===== config.mk =====
export PLATFORM = sky130hd
export DESIGN_NAME = rtcy_ctrl
export DESIGN_NICKNAME = d
export VERILOG_FILES = /design/src/logic/rtcy_pkg.sv /design/src/logic/rtcy_ctrl.sv
export VERILOG_INCLUDE_DIRS = /design/src /design/src/logic
export SDC_FILE = /design/constraint.sdc
export NUM_CORES = 1
export LEC_CHECK = 0
export ABC_AREA = 0
export ABC_CLOCK_PERIOD_IN_PS = 1700
export BUFFER_PORTS_ARGS = -buffer_cell sky130_fd_sc_hd__buf_4
export CAP_MARGIN = 20
export CORE_MARGIN = 2
export CORE_UTILIZATION = 40
export DETAILED_ROUTE_END_ITERATION = 8
export GPL_TIMING_DRIVEN = 0
export PLACE_DENSITY = 0.66
export SLEW_MARGIN = 10
export SYNTH_ARGS = -nofsm -noshare
export SYNTH_HDL_FRONTEND = slang
export SYNTH_SLANG_ARGS = --single-unit
export TNS_END_PERCENT = 5

===== constraint.sdc =====
create_clock -name clk -period 1.7 [get_ports clk]
set_clock_uncertainty 0.2 [all_clocks]
set_input_delay 0.34 -clock clk [delete_from_list [all_inputs] [get_ports clk]]
set_output_delay 0.34 -clock clk [all_outputs]
set_load 0.005 [all_outputs]

===== src/logic/rtcy_consts.svh =====
// Offsets, field positions, reset values and timing counts of the RTC
// control block. Assumes inclusion by bare name from logic/.
`ifndef RTCY_CONSTS_SVH
`define RTCY_CONSTS_SVH

// Register indexes on the plain register port
`define RTCY_OFF_CTL2      4'h0
`define RTCY_OFF_CTL3      4'h1
`define RTCY_OFF_YEAR_AL   4'h2

// Second control register fields
`define RTCY_C2_PFLAG      7
`define RTCY_C2_ISEL_HI    6
`define RTCY_C2_ISEL_LO    4
`define RTCY_C2_OSC_EN     3
`define RTCY_C2_ADJUST     2
`define RTCY_C2_DIV_RST    1
`define RTCY_C2_START      0
`define RTCY_C2_RESET_VAL  8'h09

// Third control register fields
`define RTCY_C3_YEAR_EN    7
`define RTCY_C3_RESET_VAL  8'h00

// Seconds rounding threshold, BCD
`define RTCY_ADJ_LAST_DOWN 8'h29

// Crystal edges per 1/256 s step (32768 / 256)
`define RTCY_XTAL_PER_STEP 128

`endif


===== src/logic/rtcy_pkg.sv =====
// Types of the RTC control and year-alarm block.
// Assumes rtcy_consts.svh is on the include path.
package rtcy_pkg;

  typedef enum logic [2:0] {
    RTCY_PER_OFF,
    RTCY_PER_256TH,
    RTCY_PER_64TH,
    RTCY_PER_16TH,
    RTCY_PER_QUARTER,
    RTCY_PER_HALF,
    RTCY_PER_ONE,
    RTCY_PER_TWO
  } rtcy_period_t;

  typedef struct packed {
    logic         pflag;
    rtcy_period_t isel;
    logic         osc_en;
    logic         start;
    logic         year_en;
    logic         xs1;
    logic         xs2;
    logic         xprev;
    logic [6:0]   pre;
    logic [7:0]   cnt64;
    logic         two_s;
    logic [15:0]  rdata;
    logic         irq;
    logic         sec_tick;
    logic         sec_clr;
    logic         min_adv;
    logic         year_match;
  } rtcy_state_t;

endpackage : rtcy_pkg


===== src/logic/rtcy_ctrl.sv =====
// RTC control: periodic flag, divider, start/stop, 30 s adjust, year alarm.
// Assumes a 100 MHz clk, crystal input asynchronous, counters outside.
// How it works
// Power-on reset loads second control with 09, periodic flag cleared.
// Manual reset reinits second control except oscillator enable, start.
// Standby leaves second control register contents unchanged.
// Periodic flag set by interval or written 1; written 0 clears.
// Periodic flag at 1 drives the periodic interrupt indication.
// Periodic request only while interval select nonzero and flag set.
// Select 1..7 gives 1/256,1/64,1/16,1/4,1/2,1,2 second periods.
// Oscillator enable 0 halts crystal timebase; power-on value 1.
// Adjust write: seconds to 00, plus minute advance if 30 or more.
// Adjust write also resets prescaler and 64 Hz counter.
// Adjust bit always reads back 0.
// Divider reset write resets prescaler and 64 Hz counter, self-clears.
// Start bit 0 freezes second through year counters.
// Start 0 keeps 64 Hz counter running; only oscillator enable stops it.
// Year alarm enable 1 compares year counter with year alarm.
// Year mismatch only when enabled and unequal; disabled counts as match.
// Software loads year alarm with BCD 0000 to 9999 only.
// Power-on clears third control; year alarm survives every reset.
// Third control bits 6..0 read 0 and ignore writes.
// Year alarm fully read/write, returns last value written.
//
// The plain strobed port and the register offsets were chosen for this implementation.
`include "rtcy_consts.svh"

module rtcy_ctrl (
  // Clock, reset, enable
  input  wire  logic        clk,
  input  wire  logic        rst_b,
  input  wire  logic        clk_en,
  // Chip state
  input  wire  logic        manual_rst,
  input  wire  logic        standby,
  // Crystal, asynchronous
  input  wire  logic        xtal_in,
  // Register port
  input  wire  logic [3:0]  reg_addr,
  input  wire  logic [15:0] reg_wdata,
  input  wire  logic        reg_wr,
  input  wire  logic        reg_rd,
  output logic       [15:0] reg_rdata,
  // Counter side
  input  wire  logic [7:0]  seconds_bcd,
  input  wire  logic [15:0] year_counter,
  output logic              osc_run,
  output logic              counters_run,
  output logic              second_tick,
  output logic              seconds_clear,
  output logic              minute_advance,
  output logic              year_match,
  output logic              periodic_irq_request,
  output logic       [7:0]  sixty_four_hz_counter
);
  import rtcy_pkg::*;

  function automatic logic period_hit(rtcy_period_t sel, logic [7:0] nxt,
                                      logic two);
    unique case (sel)
      RTCY_PER_OFF:     period_hit = 1'b0;
      RTCY_PER_256TH:   period_hit = 1'b1;
      RTCY_PER_64TH:    period_hit = (nxt[1:0] == 2'h0);
      RTCY_PER_16TH:    period_hit = (nxt[3:0] == 4'h0);
      RTCY_PER_QUARTER: period_hit = (nxt[5:0] == 6'h00);
      RTCY_PER_HALF:    period_hit = (nxt[6:0] == 7'h00);
      RTCY_PER_ONE:     period_hit = (nxt == 8'h00);
      RTCY_PER_TWO:     period_hit = (nxt == 8'h00) && two;
    endcase
  endfunction : period_hit

  localparam logic [6:0] PRE_LAST = 7'(`RTCY_XTAL_PER_STEP - 1);

  // Reset release through two flops
  logic rst_s1_q;
  logic rst_sync_b_q;

  always_ff @(posedge clk or negedge rst_b) begin
    if (!rst_b) begin
      rst_s1_q     <= 1'b0;
      rst_sync_b_q <= 1'b0;
    end else begin
      rst_s1_q     <= 1'b1;
      rst_sync_b_q <= rst_s1_q;
    end
  end

  rtcy_state_t s_q;
  rtcy_state_t s_d;
  // No reset on purpose: the alarm value must survive every reset
  logic [15:0] year_alarm_value_q;

  logic       wr_c2;
  logic       wr_c3;
  logic       wr_ya;
  logic       xedge;
  logic       step;
  logic       div_clear;
  logic [7:0] cnt_nxt;
  logic       adj_req;

  assign wr_c2   = reg_wr && (reg_addr == `RTCY_OFF_CTL2);
  assign wr_c3   = reg_wr && (reg_addr == `RTCY_OFF_CTL3);
  assign wr_ya   = reg_wr && (reg_addr == `RTCY_OFF_YEAR_AL);
  assign adj_req = wr_c2 && reg_wdata[`RTCY_C2_ADJUST];
  // Synced crystal rising edge; halted oscillator gives none
  assign xedge   = s_q.xs2 && !s_q.xprev && s_q.osc_en;
  assign step    = xedge && (s_q.pre == PRE_LAST);
  assign cnt_nxt = s_q.cnt64 + 8'h01;
  assign div_clear = adj_req ||
                     (wr_c2 && reg_wdata[`RTCY_C2_DIV_RST]);

  always_comb begin
    s_d = s_q;
    s_d.xs1   = xtal_in;
    s_d.xs2   = s_q.xs1;
    s_d.xprev = s_q.xs2;
    s_d.sec_tick = 1'b0;
    s_d.sec_clr  = 1'b0;
    s_d.min_adv  = 1'b0;

    // Timebase runs whatever the start bit says
    if (div_clear) begin
      s_d.pre   = 7'h00;
      s_d.cnt64 = 8'h00;
      s_d.two_s = 1'b0;
    end else if (xedge) begin
      s_d.pre = s_q.pre + 7'h01;
      if (step) begin
        s_d.cnt64 = cnt_nxt;
        if (cnt_nxt == 8'h00) begin
          s_d.two_s    = !s_q.two_s;
          s_d.sec_tick = s_q.start;
        end
      end
    end

    // Register writes; the divider reset bit is never stored
    if (wr_c2) begin
      s_d.pflag  = reg_wdata[`RTCY_C2_PFLAG];
      s_d.isel   = rtcy_period_t'(
                     reg_wdata[`RTCY_C2_ISEL_HI:`RTCY_C2_ISEL_LO]);
      s_d.osc_en = reg_wdata[`RTCY_C2_OSC_EN];
      s_d.start  = reg_wdata[`RTCY_C2_START];
    end
    if (wr_c3) begin
      s_d.year_en = reg_wdata[`RTCY_C3_YEAR_EN];
    end

    // Rounding uses BCD seconds as they stand
    if (adj_req) begin
      s_d.sec_clr = 1'b1;
      s_d.min_adv = (seconds_bcd > `RTCY_ADJ_LAST_DOWN);
    end

    // Interval event beats a same-cycle clear
    if (!div_clear && step && period_hit(s_q.isel, cnt_nxt, s_q.two_s)) begin
      s_d.pflag = 1'b1;
    end

    // Manual reset spares oscillator enable and start; standby spares all
    if (manual_rst && !standby) begin
      s_d.pflag = 1'b0;
      s_d.isel  = RTCY_PER_OFF;
    end

    s_d.irq = s_d.pflag && (s_d.isel != RTCY_PER_OFF);
    s_d.year_match = !s_d.year_en ||
                     (year_counter == year_alarm_value_q);

    s_d.rdata = 16'h0000;
    if (reg_rd) begin
      unique case (reg_addr)
        `RTCY_OFF_CTL2: s_d.rdata = {8'h00, s_q.pflag, s_q.isel, s_q.osc_en,
                                     1'b0, 1'b0, s_q.start};
        `RTCY_OFF_CTL3: s_d.rdata = {8'h00, s_q.year_en, 7'h00};
        `RTCY_OFF_YEAR_AL: s_d.rdata = year_alarm_value_q;
        default: s_d.rdata = 16'h0000;
      endcase
    end
  end

  always_ff @(posedge clk or negedge rst_sync_b_q) begin
    if (!rst_sync_b_q) begin
      s_q <= '{pflag: 1'b0,
               isel: rtcy_period_t'(
                       3'(`RTCY_C2_RESET_VAL >> `RTCY_C2_ISEL_LO)),
               osc_en: 1'(`RTCY_C2_RESET_VAL >> `RTCY_C2_OSC_EN),
               start: 1'(`RTCY_C2_RESET_VAL >> `RTCY_C2_START),
               year_en: 1'(`RTCY_C3_RESET_VAL >> `RTCY_C3_YEAR_EN),
               year_match: 1'b1,
               default: '0};
    end else if (clk_en) begin
      s_q <= s_d;
    end
  end

  always_ff @(posedge clk) begin
    if (clk_en && wr_ya) begin
      year_alarm_value_q <= reg_wdata;
    end
  end

  assign reg_rdata             = s_q.rdata;
  assign osc_run               = s_q.osc_en;
  assign counters_run          = s_q.start;
  assign second_tick           = s_q.sec_tick;
  assign seconds_clear         = s_q.sec_clr;
  assign minute_advance        = s_q.min_adv;
  assign year_match            = s_q.year_match;
  assign periodic_irq_request  = s_q.irq;
  assign sixty_four_hz_counter = s_q.cnt64;
endmodule : rtcy_ctrl


==> results of run 1 <==
==> power groups by stage <==
stage | registers [mW] | logic (mW) | clock network [mW]
after floorplan | 1.83 | 0.271 | 0
after global placement | 1.86 | 0.463 | 0
after detailed placement | 1.86 | 0.492 | 0
after CTS | 1.81 | 0.580 | 1.49
after global routing | 1.83 | 0.684 | 1.55
final | 1.82 | 0.619 | 1.45
==> through the flow <==
stage / setup TNS, ns / hold WS (ns)
detailed placement: -19.50 / -0.07579
global route: -3.205 / 0.0009311
finish: -2.385 / 0.01218
global placement: -46.32 / -0.07650
CTS: -1.912 / 0.0002987
floorplan: -1.864 / -0.1556
==> worst min path at each step <==
stage | from | to | slack, ns | cells after the start
after floorplan | rst_b | rst_s1_q | -0.16 | 0
after global placement | rst_b | rst_sync_b_q | -0.08 | 1
after detailed placement | rst_b | rst_s1_q | -0.08 | 1
after CTS | reg_wdata[7] | year_alarm_value_q[7] | 0.0003 | 1
after global routing | reg_wdata[7] | year_alarm_value_q[7] | 0.0009 | 1
final | reg_wdata[7] | year_alarm_value_q[7] | 0.01 | 1
==> placed cells by master (no fill, tap or decap), types with 5 or more instances in the layout <==
cell,netlist,layout
a21oi_1,7,6
clkbuf_8,0,10
nor2b_1,5,5
dlygate4sd3_1,0,15
nor2_1,18,18
nand3_1,14,10
dfrtp_1,46,43
mux2_2,7,6
mux2i_1,8,8
nand2_1,23,23
a22o_1,6,6
o21ai_0,15,15
buf_6,2,7
edfxtp_1,16,16
nor3_1,9,7
buf_4,24,112
inv_1,25,25
xnor2_1,17,16
o22ai_1,6,6
nand4_1,8,8
==> cell type report <==
type | instances | area (um2)
Tap cell | 105 | 131.4
Clock buffer | 11 | 141.4
Multi-Input combinational cell | 207 | 1558
Sequential cell | 65 | 1714
Buffer | 34 | 274.0
Timing Repair Buffer | 110 | 897.1
Fill cell | 710 | 3369
Inverter | 25 | 93.84
Clock inverter | 5 | 78.83
==> cell usage after synthesis, types with 4 or more instances <==
master / number
a22o_1: 6
clkbuf_1: 4
edfxtp_1: 16
dfrtp_1: 46
nand4_1: 8
o21ai_0: 15
a21oi_1: 7
nand3_1: 14
xnor2_1: 17
buf_4: 24
o21ai_1: 4
nand2_1: 23
and3_1: 7
nor2_1: 18
inv_1: 25
mux2i_1: 8
o22ai_1: 6
mux2_2: 7
nor2b_1: 5
nor3_1: 9
xor2_1: 4
==> cells by family after synthesis <==
logic type	count (synthesis)	share of synthesized area, %
flops	65	50.17
xor+xnor	21	5.394
mux	16	4.991
buf+inv	59	9.651
fa+ha+maj	3	1.101
compound gates	58	11.30
simple gates	108	17.28
other cells	1	0.1100
==> per-layer routing <==
metal	global-route usage, %	wire length [um]	vias to the layer above
met4	7.277	173	0
li1	-	-	1385
met5	0	0	-
met1	23.87	3750	1391
met2	33.51	4356	75
met3	3.524	370	15
==> timing repair <==
| item | in CTS | in global routing |
|---|---|---|
| hold buffers | 15 | 0 |
| hold endpoints to repair | 16 | 0 |
| pin swaps | 6 | 14 |
| gates cloned | 0 | 1 |
| resized for setup | 21 | 23 |
| buffers inserted | 10 | 3 |
| endpoints found under the setup margin | 35 | 26 |
==> worst register-to-register path, stage by stage (launching register included) <==
cell and delay, ns:
dfstp_2 0.56, and4b_1 0.27, and3_4 0.22, a21oi_4 0.07, buf_4 0.15, a21o_1 0.15
a22o_1 0.22
==> flip-flops by register name, indices dropped and copies added, names as in the netlist <==
signal	count
second_tick	1
counters_run	1
rst_sync_b_q	1
osc_run	1
year_alarm_value_q	16
periodic_irq_request	1
sixty_four_hz_counter	8
s_d	2
seconds_clear	1
rst_s1_q	1
minute_advance	1
year_match	1
reg_rdata	16
s_q	14
==> reports/results.txt, run 1 <==
worst skew pair latency: 0.34 ns
first-pass GRT wire length: 13.43 mm
Setup Crit Path Kind: register to register
switch share: 24.28%
DRT iter0 DRCs: 119
Area contributors post-synth: dfrtp_1, edfxtp_1, buf_4
pre-CTS setup slack: -0.4511 ns
placed cell area: 0.004204 mm2
final max-slew violation count: 0
DR vias: 2,866
beginning of the worst register-to-register path: osc_run
FF-to-FF End: sixty_four_hz_counter[3]
Seq pwr share: 46.7%
Worst Tran Pin Value: 0.5108 ns
Die Y-Extent: 96.33 um
post-synthesis cell type count: 57
r2r setup slk: -0.25 ns
arrival time of the worst setup path: 1.98 ns
Final period util: 114.6%
Crit-path slowest cell: dfstp_2
Worst Setup EP: sixty_four_hz_counter[3]
Yosys top cell area share: 33.76%
Comb pwr share: 15.9%
critical path fanouts, max: 2
Bufs on Longest Clock Path: 2
maximum VDD drop: 390.1 uV
I/O pin cnt: 83
Synth Instances: 331
largest area contributor in the netlist: dfrtp_1
Clock transition at path regs: 0.07 ns
Mapped Avg Cell Area: 10.30 um2
Crit. path cell count: 6
die area: 0.009279 mm2
Initial Utilization: 41.29%
Finish-stage setup viols: 15
Max-cap violations: 0
post-synthesis cell area: 0.003410 mm2
power share of the clock group: 37.4%
DP Cell Count: 517
Routed WL: 8.650 mm
Pre-antenna DRT Iters: 4
ys flop type: dfrtp_1
startpoint types: register
initial antenna violation count: 0
P&R area growth vs syn: 43.38%
Post-Route Utilization: 59.20%
Tmin final: 1.948 ns
Internal: 2.943 mW
RSZ-0062 raised after global routing: yes
non-filler cells, final: 562
sequential area share after synthesis: 50.17%
H-Tree Depth: 3
static leakage: 2.177 nW
Max stage delay on crit path: 0.56 ns
CTS tree: yes
Final ANT Viol Nets: 0
Residual DRC: 0
max_slew headroom: 65.72%
Overflow after GRT: 0
wire per inst: 15.39 um
outcome: complete, but fails checks
CP Data Required Time: 1.73 ns
Worst path top cell family by delay: flip-flops
via/cell ratio: 5.100
fmax: 0.5133 GHz
CTS Buf Count: 9
# nets final: 507
Synth Register Bits: 65
Sinks on Clock Net: 65
crit path cell chain: and4b_1 > and3_4 > a21oi_4 > buf_4 > a21o_1 > a22o_1
root buf cell: clkbuf_8
Core Rows: 33
Die X: 96.33 um
final worst setup slack: -0.2483 ns
Post-Syn Nets: 386
CP Launch Point: osc_run
synthesis warning total: 0
Overall Power: 3.886 mW
r2r worst-path depth: 6
Port Buf Inserts: 80
largest net degree at the start of global routing: 30
Power Dens Cells: 795.0 mW/mm2
CP endpoint kind: register
Placer Congestion: 0.7870
violations in the final reports: setup timing
final hold violations: 0
Core Area: 0.008258 mm2
HPWL after DPL: 6.022 mm
EDFF count, synth: 16
Post-synth ARST share: 75.38%
vias in the first global route: 2,831
Crit path buffers/inverters: 1
final instance area: 0.004888 mm2
worst hold path class: input port to register
NetSw: 0.9434 mW
Antenna Cells: 0
All-Layer GR Usage: 19.31%
fraction of layout cells with a size suffix above 1: 40.48%
Power figures use the tool's default switching activity.
==> run 2, diff against run 1 <==
- CORE_ASPECT_RATIO: not set -> 0.8
==> run 2 against run 1 <==
Against the previous run: the run still ends with setup timing left; power fell by 2.6%; fmax rose by 3.0%; global-route usage is 0.32 points lower; critical path depth increased by 1; setup slack gained 0.056 ns; combinational power increased by 2%; clock power decreased by 8%.
==> reports/results.txt, run 2 (synthesis results as in run 1) <==
first-pass GRT wire length: 13.41 mm (-0.10%)
Max-cap violations: 0 (unchanged)
critical path fanouts, max: 5 (+3)
Die Y-Extent: 86.58 um (-10%)
final instance area: 0.004856 mm2 (-0.67%)
Final ANT Viol Nets: 0 (unchanged)
H-Tree Depth: 3 (unchanged)
FF-to-FF End: s_q[21]
maximum VDD drop: 498.2 uV (+28%)
placed cell area: 0.004213 mm2 (+0.21%)
Overflow after GRT: 0 (unchanged)
Core Rows: 30 (-9.1%)
commonest non-fill, non-tap cell in the layout: buf_4
max_slew headroom: 63.50% (-2.2 points)
worst hold path class: input port to register
CTS Buf Count: 9 (unchanged)
outcome: complete, but fails checks
Port Buf Inserts: 80 (unchanged)
worst skew pair latency: 0.34 ns (about the same)
Core Area: 0.008371 mm2 (+1.4%)
non-filler cells, final: 569 (+1.2%)
Routed WL: 8.575 mm (-0.87%)
initial antenna violation count: 0 (unchanged)
CTS tree: yes
vias in the first global route: 2,783 (-1.7%)
FILL cells: 707 (-0.42%)
final hold violations: 0 (unchanged)
Clock transition at path regs: 0.08 ns (about the same)
wire per inst: 15.07 um (-2.1%)
Bufs on Longest Clock Path: 2 (unchanged)
RSZ-0062 raised after global routing: yes
Power Dens Cells: 779.3 mW/mm2 (-2.0%)
commonest non-fill, non-tap cells in the layout: buf_4, dfrtp_1, inv_1
All-Layer GR Usage: 18.98% (-0.32 points)
pre-CTS setup slack: -0.4571 ns (-0.006070 ns)
Die X: 107.2 um (+11%)
CP endpoint kind: register
r2r worst-path depth: 7 (+1)
static leakage: 2.155 nW (-1.0%)
setup TNS: -1.429 ns (+0.9563 ns)
Sinks on Clock Net: 65 (unchanged)
largest net degree at the start of global routing: 28 (-6.7%)
Worst Tran Pin Value: 0.5475 ns (+0.03670 ns)
HPWL after DPL: 5.886 mm (-2.3%)
Antenna Cells: 0 (unchanged)
Worst Hold End: s_d[38]
fmax: 0.5285 GHz (+3.0%)
hold slack final: 0.03231 ns (+0.02013 ns)
DP Cell Count: 524 (+1.4%)
fraction of layout cells with a size suffix above 1: 40.26% (-0.22 points)
I/O pin cnt: 83 (unchanged)
beginning of the worst register-to-register path: sixty_four_hz_counter[0]
Pre-antenna DRT Iters: 4 (unchanged)
P&R area growth vs syn: 42.42%
Final period util: 111.3% (-3.3 points)
worst hold stages: 2 (+1)
hold_sp: xtal_in
Setup Crit Path Kind: register to register
startpoint types: register
r2r setup slk: -0.19 ns (+0.06 ns)
DR vias: 2,821 (-1.6%)
arrival time of the worst setup path: 1.91 ns (-0.07 ns)
final max-slew violation count: 0 (unchanged)
root buf cell: clkbuf_8
CP Data Required Time: 1.72 ns (about the same)
final worst setup slack: -0.1921 ns (+0.05624 ns)
Residual DRC: 0 (unchanged)
# nets final: 507 (unchanged)
Tmin final: 1.892 ns (-0.05624 ns)
via/cell ratio: 4.958 (-2.8%)
violations in the final reports: setup timing
DRT iter0 DRCs: 86 (-28%)
Initial Utilization: 40.73% (-0.56 points)
die area: 0.009283 mm2 (about the same)
Finish-stage setup viols: 14 (-1)
Placer Congestion: 0.7790 (-1.0%)
[run 2: critical path, stage by stage, from the launching register on]
cell	delay (ns)
dfrtp_2	0.41
ha_4	0.18
and3_4	0.20
nor3_2	0.04
o32a_1	0.38
buf_6	0.14
nand4b_1	0.12
o311ai_4	0.10
[run 2: worst max-delay path by stage]
stage                              from                  endpoint  slack, ns  cells past startpoint
4_1_cts        sixty_four_hz_counter[1]                   s_q[46]      -0.15                      7
5_1_grt        sixty_four_hz_counter[0]                   s_q[21]      -0.29                      7
3_3_place_gp               rst_sync_b_q  sixty_four_hz_counter[0]      -0.80                      0
2_1_floorplan               reg_addr[1]                   s_q[30]      -0.17                      5
6_report       sixty_four_hz_counter[0]                   s_q[21]      -0.19                      7
3_5_place_dp                reg_addr[3]    year_alarm_value_q[10]      -0.46                      3
[run 2: where the power goes]
group | total (mW) | leakage, nW | internal [mW] | switching (mW)
logic | 0.630 | 1.28 | 0.376 | 0.254
registers | 1.82 | 0.778 | 1.71 | 0.106
clock network | 1.34 | 0.100 | 0.689 | 0.649
total | 3.78 | 2.15 | 2.77 | 1.01
[run 2: area by class of cell]
type / count / area [um2] / share of cell area [%]
timing repair buffer: 110 / 910.9 / 18.76
buffer: 34 / 264.0 / 5.437
clock inverter: 7 / 77.57 / 1.598
clock buffer: 9 / 123.9 / 2.551
inverter: 25 / 93.84 / 1.932
multi-input combinational: 207 / 1529 / 31.49
sequential: 65 / 1717 / 35.35
tap: 112 / 140.1 / 2.886
[run 2: per-stage QoR]
| stage | power [mW] | utilization (%) |
|---|---|---|
| after global placement | 2.328 | 50.07 |
| final | 3.784 | 58.01 |
| after global routing | 3.975 | 58.01 |
| after floorplan | 2.103 | - |
| after detailed placement | 2.353 | 50.33 |
| after CTS | 3.809 | 57.09 |
[run 2: repair_timing]
action | 4_1_cts | 5_1_grt
setup buffers | 11 | 0
endpoints found under the setup margin | 40 | 23
pin swaps | 11 | 13
endpoints found under the hold margin | 18 | 0
hold buffers | 17 | 0
gates cloned | 1 | 0
resized for setup | 24 | 18
[run 2: per-layer routing]
| layer | global-route usage [%] | share of wire (%) | vias up |
|---|---|---|---|
| met4 | 5.195 | 0.86 | 0 |
| met1 | 25.18 | 46 | 1356 |
| met5 | 0 | 0 | - |
| li1 | - | - | 1392 |
| met2 | 30.21 | 48 | 65 |
| met3 | 6.015 | 5.0 | 8 |
==> run 3, diff against run 2 <==
- REMOVE_ABC_BUFFERS: not set -> 1
==> run 3 against run 2 <==
Against the previous run: the run still ends with setup timing left; count of clock-buffer cells in the layout rose by 1; cell count fell by 5.4%; cell area fell by 4.9%; largest power group unchanged; via count fell by 1.5%; first-iteration DRC count rose by 27%; die area did not move; setup slack got worse by 0.019 ns; power fell by 0.93%; utilization fell by 2.9 points.
==> reports/results.txt, run 3 (synthesis results as in run 1) <==
Finish-stage setup viols: 14 (unchanged)
crit path cell chain: ha_4 > and3_4 > nor3_2 > o32a_1 > and2_4 > o311ai_2
RSZ-0062 raised after global routing: yes
die area: 0.009283 mm2 (unchanged)
startpoint types: register
Worst path top cell family by delay: compound AO/OA/AOI/OAI gates
I/O pin cnt: 83 (unchanged)
All-Layer GR Usage: 19.51% (+0.53 points)
fraction of layout cells with a size suffix above 1: 37.09% (-3.2 points)
Die X: 107.2 um (unchanged)
final worst setup slack: -0.2110 ns (-0.01897 ns)
vias in the first global route: 2,766 (-0.61%)
violations in the final reports: setup timing
Routed WL: 8.413 mm (-1.9%)
Overall Power: 3.749 mW (-0.93%)
Core Area: 0.008371 mm2 (unchanged)
Port Buf Inserts: 81 (+1.3%)
beginning of the worst register-to-register path: sixty_four_hz_counter[0]
final max-slew violation count: 0 (unchanged)
Crit-path slowest cell: o32a_1
commonest non-fill, non-tap cells in the layout: buf_4, dfrtp_1, inv_1
static leakage: 1.972 nW (-8.5%)
Core Rows: 30 (unchanged)
CP endpoint kind: register
Die Y-Extent: 86.58 um (unchanged)
outcome: complete, but fails checks
largest net degree at the start of global routing: 41 (+46%)
root buf cell: clkbuf_8
Power Dens Cells: 812.2 mW/mm2 (+4.2%)
# nets final: 476 (-6.1%)
maximum VDD drop: 415.7 uV (-17%)
first-pass GRT wire length: 13.79 mm (+2.8%)
DP Cell Count: 491 (-6.3%)
DR vias: 2,779 (-1.5%)
met3 Usage GRT: 4.662% (-1.4 points)
met2 GRT Util: 30.78% (+0.58 points)
CP Data Required Time: 1.74 ns (+0.02 ns)
initial antenna violation count: 0 (unchanged)
Clock transition at path regs: 0.08 ns (about the same)
CTS tree: yes
Bufs on Longest Clock Path: 2 (unchanged)
Sinks on Clock Net: 65 (unchanged)
worst hold path class: register to asynchronous set/reset pin
Pre-antenna DRT Iters: 4 (unchanged)
Placer Congestion: 0.7553 (-3.0%)
Overflow after GRT: 0 (unchanged)
commonest non-fill, non-tap cell in the layout: buf_4
Crit path buffers/inverters: 0 (-1)
Max stage delay on crit path: 0.41 ns (about the same)
wire per inst: 15.64 um (+3.8%)
Final period util: 112.4% (+1.1 points)
via/cell ratio: 5.165 (+4.2%)
critical path fanouts, max: 5 (unchanged)
Final ANT Viol Nets: 0 (unchanged)
Antenna Cells: 0 (unchanged)
P&R area growth vs syn: 35.38%
Max-cap violations: 0 (unchanged)
final hold violations: 0 (unchanged)
non-filler cells, final: 538 (-5.4%)
fmax: 0.5233 GHz (-0.99%)
Setup Crit Path Kind: register to register
CTS Buf Count: 9 (unchanged)
grt met1 use: 26.63% (+1.4 points)
arrival time of the worst setup path: 1.95 ns (+0.04 ns)
H-Tree Depth: 3 (unchanged)
DRT iter0 DRCs: 109 (+27%)
HPWL after DPL: 5.745 mm (-2.4%)
Tmin final: 1.911 ns (+0.01897 ns)
global-route layer with the greatest usage: met2
Initial Utilization: 40.73% (unchanged)
CP Launch Point: sixty_four_hz_counter[0]
FILL cells: 746 (+5.5%)
setup TNS: -1.769 ns (-0.3407 ns)
Residual DRC: 0 (unchanged)
worst skew pair latency: 0.35 ns (about the same)
## run 3: cell type report
type                       count  area (um2)  area share, %
clock buffer                  10       137.6          2.982
sequential                    65        1717          37.19
multi-input combinational    207        1525          33.04
timing repair buffer         113       935.9          20.28
clock inverter                 6       66.31          1.437
tap                          112       140.1          3.036
inverter                      25       93.84          2.033
## run 3: per-layer routing
layer  share of wire [%]  routed length, um
met5                   0                  0
met4                0.63                 53
met3                 5.5                466
met2                  47               3934
met1                  47               3959
## run 3: what timing repair did
| action | in CTS | in global routing |
|---|---|---|
| setup buffers | 13 | 1 |
| pin swaps | 11 | 7 |
| endpoints found under the hold margin | 18 | 0 |
| setup endpoints to repair | 41 | 43 |
| resized for setup | 31 | 9 |
| hold buffers | 17 | 0 |
## run 3: metrics by stage
| step | area (um2) | util, % | setup slack, ns | hold slack, ns |
|---|---|---|---|---|
| 2_1_floorplan | 3174 | - | -0.3250 | -0.1556 |
| 3_3_place_gp | 3923 | 46.86 | -0.8034 | -0.07709 |
| 3_5_place_dp | 3944 | 47.12 | -0.8458 | -0.07615 |
| 4_1_cts | 4574 | 54.65 | -0.1804 | 0.01073 |
| 5_1_grt | 4616 | 55.14 | -0.3317 | 0.006079 |
| 6_report | 4616 | 55.14 | -0.2110 | 0.001936 |
## run 3: path summary, 6_finish.rpt
check / end / slack (ns) / cells after the start
worst min register to register: seconds_clear / 0.002 / 0
worst max register to register: s_q[21] / -0.21 / 6
worst min-delay path: seconds_clear / 0.002 / 0
max in group asynchronous: osc_run / 0.71 / 1
min in group clk: s_d[38] / 0.03 / 2
worst max-delay path: s_q[21] / -0.21 / 6
## run 3: power breakdown
part | switching [mW] | total [mW] | internal, mW | leakage [nW]
Clock | 0.639 | 1.36 | 0.719 | 0.0949
Sequential | 0.101 | 1.81 | 1.71 | 0.777
Combinational | 0.248 | 0.582 | 0.334 | 1.10
